--- src/rtl/esac_pkg.sv ---
// Purpose: Constants and types for the external frame sync alignment block
// Assumes: APB slave, 32-bit data, one register word
// Notes: Summary of operation
// Summary of operation
// (RULE_01) Line-rate select clear: line-rate clocks ignore sync, only low-rate outputs align; code also aligns frame pulses while independence is clear.
// (RULE_02) Line-rate select clear: sync sampled at 6.48 MHz; system supplies 6.48 MHz.
// (RULE_03) Line-rate select set: OC-3 derived clocks and frame pulses align to sync.
// (RULE_04) Line-rate select set: sync sampled finely with 19.44 or 38.88 MHz reference.
// (RULE_05) Sync falling edge meeting reference falling edge is the zero offset point.
// (RULE_06) Phase field: 00 on target, 01 half UI early, 10 one UI late, 11 half late.
// (RULE_07) Independence clear keeps frame pulses aligned; set lets them run independently.
// (RULE_08) Bits five to two ignore writes and read as zero.
package esac_pkg;
    // Register index 0x7B is not a multiple of four, so byte address is index times four
    localparam logic [7:0] ESAC_CFG_INDEX = 8'h7B;
    localparam logic [11:0] ESAC_CFG_ADDR = {2'h0, ESAC_CFG_INDEX, 2'h0};
    localparam logic [7:0] ESAC_CFG_RESET = 8'h00;
    localparam int ESAC_INDEP_BIT = 7;
    localparam int ESAC_LINE_BIT = 6;
    localparam int ESAC_PHASE_LSB = 0;
    localparam logic [7:0] ESAC_CFG_WMASK = 8'hC3;
    // Sampling grid in half-UI steps, fine and coarse modes
    localparam logic [1:0] ESAC_PH_TARGET = 2'h0;
    localparam logic [1:0] ESAC_PH_EARLY_HALF = 2'h1;
    localparam logic [1:0] ESAC_PH_LATE_ONE = 2'h2;
    localparam logic [1:0] ESAC_PH_LATE_HALF = 2'h3;
    localparam logic [31:0] ESAC_UNMAPPED_DATA = 32'h0000_0000;

    typedef struct packed {
        logic frame_pulse_independence;
        logic line_rate_sync_select;
        logic [1:0] sync_sample_phase;
    } esac_cfg_t;

    typedef struct packed {
        logic align_low_rate;
        logic align_line_rate;
        logic align_frame_pulses;
        logic fine_sampling;
        logic [2:0] sample_delay;
    } esac_ctrl_t;
endpackage

--- src/rtl/esac_top.sv ---
// Purpose: APB configuration register and alignment control for external frame sync
// Assumes: pclk 125 MHz; reference enables come from the clock tree on this clock
// Notes: Answers every APB access in its access cycle with no wait states
`timescale 1ns/1ps
module esac_top
    import esac_pkg::*;
(
    // APB slave
    input wire logic pclk,
    input wire logic presetn,
    input wire logic psel,
    input wire logic penable,
    input wire logic pwrite,
    input wire logic [11:0] paddr,
    input wire logic [31:0] pwdata,
    output logic [31:0] prdata,
    output logic pready,
    output logic pslverr,
    // Reference sampling enables, half-UI steps
    input wire logic ref_coarse_en,
    input wire logic ref_fine_en,
    // External sync pin
    input wire logic ext_frame_sync_input,
    // Alignment outputs
    output logic align_low_rate_strobe,
    output logic align_line_rate_strobe,
    output logic align_frame_pulse_strobe,
    output esac_ctrl_t ctrl
);
    esac_cfg_t cfg;
    logic sync_meta, sync_sync;
    logic align_pulse;

    // APB decode
    wire logic hit = (paddr == ESAC_CFG_ADDR);
    wire logic wr_en = psel & penable & pwrite & hit;
    wire logic rd_acc = psel & ~penable & ~pwrite;
    wire logic [7:0] cfg_byte = {cfg.frame_pulse_independence, cfg.line_rate_sync_select,
        4'h0, cfg.sync_sample_phase}; // see (RULE_08)
    wire logic [31:0] next_prdata = hit ? {24'h000000, cfg_byte} : ESAC_UNMAPPED_DATA;
    wire logic [7:0] wmasked = pwdata[7:0] & ESAC_CFG_WMASK; // see (RULE_08)

    // Sampling rate and offset selection
    wire logic fine = cfg.line_rate_sync_select; // see (RULE_04)
    wire logic ref_en = fine ? ref_fine_en : ref_coarse_en; // see (RULE_02)
    // Tap 2 is on target; early uses one less, late adds half or one UI
    wire logic [2:0] next_delay = (cfg.sync_sample_phase == ESAC_PH_EARLY_HALF) ? 3'h1 :
        (cfg.sync_sample_phase == ESAC_PH_LATE_ONE) ? 3'h4 :
        (cfg.sync_sample_phase == ESAC_PH_LATE_HALF) ? 3'h3 : 3'h2; // see (RULE_06)

    // Register write; unused bits discarded
    always_ff @(posedge pclk or negedge presetn) begin
        if (!presetn) begin
            cfg <= esac_cfg_t'({ESAC_CFG_RESET[7:6], ESAC_CFG_RESET[1:0]});
        end else if (wr_en) begin
            cfg <= esac_cfg_t'({wmasked[ESAC_INDEP_BIT], wmasked[ESAC_LINE_BIT],
                wmasked[ESAC_PHASE_LSB+1:ESAC_PHASE_LSB]});
        end
    end

    // Read data latched in setup so it stands through the access cycle
    always_ff @(posedge pclk or negedge presetn) begin
        if (!presetn) begin
            prdata <= 32'h0000_0000;
            pready <= 1'b0;
            pslverr <= 1'b0;
        end else begin
            if (rd_acc) begin
                prdata <= next_prdata;
            end
            pready <= psel & ~penable;
            pslverr <= psel & ~penable & ~hit; // Unmapped address flagged
        end
    end

    // Two-flop synchroniser on the pin
    always_ff @(posedge pclk or negedge presetn) begin
        if (!presetn) begin
            sync_meta <= 1'b1;
            sync_sync <= 1'b1;
        end else begin
            sync_meta <= ext_frame_sync_input;
            sync_sync <= sync_meta;
        end
    end

    esac_sampler u_sampler (
        .pclk(pclk),
        .presetn(presetn),
        .ref_en(ref_en),
        .sample_delay(ctrl.sample_delay),
        .sync_level(sync_sync),
        .align_pulse(align_pulse)
    );

    // Alignment strobes and steering
    always_ff @(posedge pclk or negedge presetn) begin
        if (!presetn) begin
            align_low_rate_strobe <= 1'b0;
            align_line_rate_strobe <= 1'b0;
            align_frame_pulse_strobe <= 1'b0;
            ctrl <= '0;
        end else begin
            align_low_rate_strobe <= align_pulse; // see (RULE_01)
            align_line_rate_strobe <= align_pulse & fine; // see (RULE_01) see (RULE_03)
            // Independent pulses skip realignment so they never jump
            align_frame_pulse_strobe <= align_pulse & ~cfg.frame_pulse_independence; // see (RULE_07)
            ctrl.align_low_rate <= 1'b1;
            ctrl.align_line_rate <= fine; // see (RULE_03)
            ctrl.align_frame_pulses <= ~cfg.frame_pulse_independence; // see (RULE_07)
            ctrl.fine_sampling <= fine;
            ctrl.sample_delay <= next_delay;
        end
    end
endmodule // esac_top

--- src/rtl/esac_sampler.sv ---
// Purpose: Samples the synchronised sync input at a tap set by sample_delay, in half-UI steps
// Assumes: ref_en pulses at twice the selected sampling rate (half-UI steps)
// Notes: Detects the falling edge of sync as the alignment event
`timescale 1ns/1ps
module esac_sampler
    import esac_pkg::*;
(
    // Clock and reset
    input wire logic pclk,
    input wire logic presetn,
    // Sampling control
    input wire logic ref_en,
    input wire logic [2:0] sample_delay,
    input wire logic sync_level,
    // Result
    output logic align_pulse
);
    logic [4:0] hist;
    logic prev_sample;
    wire logic sampled = hist[sample_delay];

    // Shift history on each half-UI step; falling edge marks zero offset
    always_ff @(posedge pclk or negedge presetn) begin
        if (!presetn) begin
            hist <= 5'h1F;
            prev_sample <= 1'b1;
            align_pulse <= 1'b0;
        end else begin
            align_pulse <= 1'b0;
            if (ref_en) begin
                hist <= {hist[3:0], sync_level};
                prev_sample <= sampled;
                align_pulse <= prev_sample & ~sampled; // see (RULE_05)
            end
        end
    end
endmodule // esac_sampler

--- config.mk ---
export PLATFORM = sky130hd
export DESIGN_NAME = esac_top
export DESIGN_NICKNAME = d
export VERILOG_FILES = /design/src/rtl/esac_pkg.sv /design/src/rtl/esac_top.sv /design/src/rtl/esac_sampler.sv
export SDC_FILE = /design/constraint.sdc
export NUM_CORES = 1
export LEC_CHECK = 0
export BUFFER_PORTS_ARGS = -buffer_cell sky130_fd_sc_hd__buf_2
export CAP_MARGIN = 10
export CORE_MARGIN = 2
export CORE_UTILIZATION = 44
export DETAILED_ROUTE_END_ITERATION = 8
export PLACE_DENSITY = 0.92
export SLEW_MARGIN = 20
export SYNTH_ARGS = -nofsm -noshare
export SYNTH_HDL_FRONTEND = slang
export SYNTH_SLANG_ARGS = --single-unit
--- constraint.sdc ---
create_clock -name pclk -period 4.1 [get_ports pclk]
set_clock_uncertainty 0.1 [all_clocks]
set_input_delay 0.615 -clock pclk [delete_from_list [all_inputs] [get_ports pclk]]
set_output_delay 0.615 -clock pclk [all_outputs]
set_load 0.01 [all_outputs]
==> summary.md <==
| Metric | Value |
|---|---|
| Status | `completed` |
| Via count | `about 800` |
| WL/cell | `10.5 um` |
| Inserted Clock Buffers | `3` |
| Final HPWL DP | `about 1500 um` |
| Hold Crit Class | `in2async` |
| Mapped cell area | `about 1400 um^2` |
| Die width | `between 50 and 60 um` |
| Worst-path cell chain | `buf_2` |
| Hold WS | `around 0.16 ns` |
| Root buffer cell | `clkbuf_4` |
| CP max stage delay | `around 0.46 ns` |
| TritonCTS clock tree | `done` |
| CP Buf/Inv Count | `1` |
| Clock latency on the worst-skew pair | `0.32 ns` |
| PD cells | `354 nW/um^2` |
| Htree depth | `1` |
| Unrepaired setup endpoints after global routing | `no` |
| FF+latch area | `711 um^2` |
| Largest delay share family, worst path | `flip-flops` |
| GRT Overall Usage | `between 10% and 20%` |
| Post-CTS setup buffers | `0` |
| CTS clock-pin slew for the worst setup and hold paths | `0.14 ns` |
| FILL cells | `around 250` |
| NumNets Final | `between 200 and 250` |
| Final setup violation count | `0` |
| Final ANT Viol Nets | `0` |
| Fmax | `~0.6 GHz` |
| Total grt overflow | `0` |
| Crit-path max FO | `4` |
| Synthesized area per cell | `between 10 and 15 um^2` |
| Yosys warnings | `0` |
| Critical-path top delay cell | `dfrtp_1` |
| Maximum vdd drop | `between 0.1 and 0.15 mV` |
| Fin crit period | `1.65 ns` |
| Post-Route WL | `~1900 um` |
| Largest net degree at the start of global routing | `29` |
| Number of synthesized register bits | `28` |
| Yosys cell types | `24` |
| Area contributors post-synth | `dfrtp_1 (37%), buf_4 (16%), dfstp_2 (15%)` |
| Slew headroom | `between 60% and 70%` |
| First-pass GRT wire length | `around 3200 um` |
| Crit path launch | `ctrl[0]` |
| Clock sinks | `28` |
| Register area share after synthesis | `between 50% and 60%` |
| Vias per cell | `between 4 and 5` |
| Fin. max-slew vios | `0` |
| I/O Buffers | `39` |
| # diodes | `0` |
| Critical path launch point type | `flip-flop` |
| Final period util | `around 40%` |
| Worst Path Required | `3.38 ns` |
| Crit path arrival time | `between 0.9 and 1 ns` |
| Area occupied by multi-input gates | `523 um^2` |
| Crit end category | `output port` |
| Ports | `96` |
| Pleak | `0.835 nW` |
| Area grow syn2layout | `12.6%` |
| Post-Syn Instances | `~110` |
| Top cell type's share of synthesized area | `a little over a third` |
| CTS resizes | `0` |
| Drt initial violations | `17` |
| Placeable Area | `roughly 3000 um^2` |
| Vias in the first global route | `roughly 770` |
| RR Startpoint | `fine` |
| Actual slew at the worst max-slew pin | `between 0.5 and 0.6 ns` |
| Layout cells sized above 1 | `48.6%` |
| Initial antenna violation count | `0` |
| Starting Density | `45.5%` |
| Max-cap violations | `0` |
| Setup tns final | `0 ns` |
| Die height | `59.7 um` |
| CP Class | `reg2out` |
| Yosys top cell by area | `dfrtp_1` |
| Hold buffers post-CTS | `0` |
| Row count | `20` |
| Detailed Routing Iterations Pass 1 | `4` |
| RePlAce Congestion | `approximately 0.77` |
| Endpoints failing hold | `0` |
| Maximum clock insertion buffer count | `2` |
| Residual DRC count | `0` |
| Die area | `around 3600 um^2` |
cells in the final DEF, fill, tap and decap left out, drive strengths merged, types with 4 or more instances in the layout:
master  count
buf        39
inv         4
dfstp       8
mux2        9
conb       29
dfrtp      20
nor2b       7
a31o        4
cells in the mapped netlist:
cell type and n:
a31o_2 4, mux2_2 5, inv_1 4, and4bb_2 3, nor2b_1 7, o31a_1 1
ha_1 3, mux2i_1 2, nand4_4 1, dfstp_2 8, mux2_4 4, nand2_1 2
buf_4 29, nor3_1 1, dfrtp_1 20, nand2b_1 1, and2_1 1, o32ai_1 1
mux2i_4 1, or2_2 1, and3_1 2, nor4_1 1, nor3b_2 1, conb_1 2
cells by family after synthesis:
kind of cell	Yosys count	share of synthesized area, %
muxes	12	11.6
other	2	0.550
and+or+nand+nor	21	12.1
DFF	28	52.1
AOI/OAI and AO/OA	6	3.85
buffers and inverters	33	17.0
adders and majority gates	3	2.75
final timing paths:
kind                                       endpoint  slack (ns)  depth (start not counted)
setup / recovery                            ctrl[0]        2.45                          1
setup reg to reg                  u_sampler.hist[2]        2.67                          2
max in group asynchronous         u_sampler.hist[1]        3.36                          1
hold / removal             align_frame_pulse_strobe        0.16                          1
min in group pclk                         sync_sync        0.27                          0
hold reg to reg                           sync_sync        0.27                          0
layer usage:
layer,up-vias,part of all wire [%],global-route usage (%)
met3,5,3.6,0.649
met4,0,2.3,6.35
met2,31,55,22.4
li1,376,-,-
met1,387,39,12.6
met5,-,0,0
registers in the layout (all words and copies together), names as in the netlist:
register and count:
u_sampler.prev_sample 1, sync_meta 1, pready 1, cfg 3, u_sampler.hist 5, align_low_rate_strobe 1, prdata 4, align_frame_pulse_strobe 1
u_sampler.align_pulse 1, ctrl 6, fine 1, sync_sync 1, pslverr 1, align_line_rate_strobe 1
where the power goes:
| part | switching [W] | internal (W) |
|---|---|---|
| clock | 0.0000747 | 0.0000989 |
| sequential | 0.00000827 | 0.000303 |
| combinational | 0.0000337 | 0.0000262 |
| total | 0.000117 | 0.000428 |
per-stage QoR:
stage,std cells,worst slack (ns),cell area [um^2],util (%),total power [W]
6_report,179,2.45,1540,51.2,0.000545
5_1_grt,179,2.40,1540,51.2,0.000570
4_1_cts,179,2.44,1540,51.2,0.000551
3_5_place_dp,175,2.35,1490,49.5,0.000377
3_3_place_gp,175,2.36,1490,49.5,0.000374
2_1_floorplan,132,2.50,1470,-,0.000371
area by class of cell:
cell class / instances / area share [%]
Clock buffer: 3 / 1.46
Clock inverter: 1 / 1.95
Inverter: 4 / 0.976
Multi-Input combinational cell: 71 / 34.0
Sequential cell: 28 / 46.2
Tap cell: 33 / 2.69
Timing Repair Buffer: 39 / 12.7
Note: power is estimated with default switching activity, not from simulation.
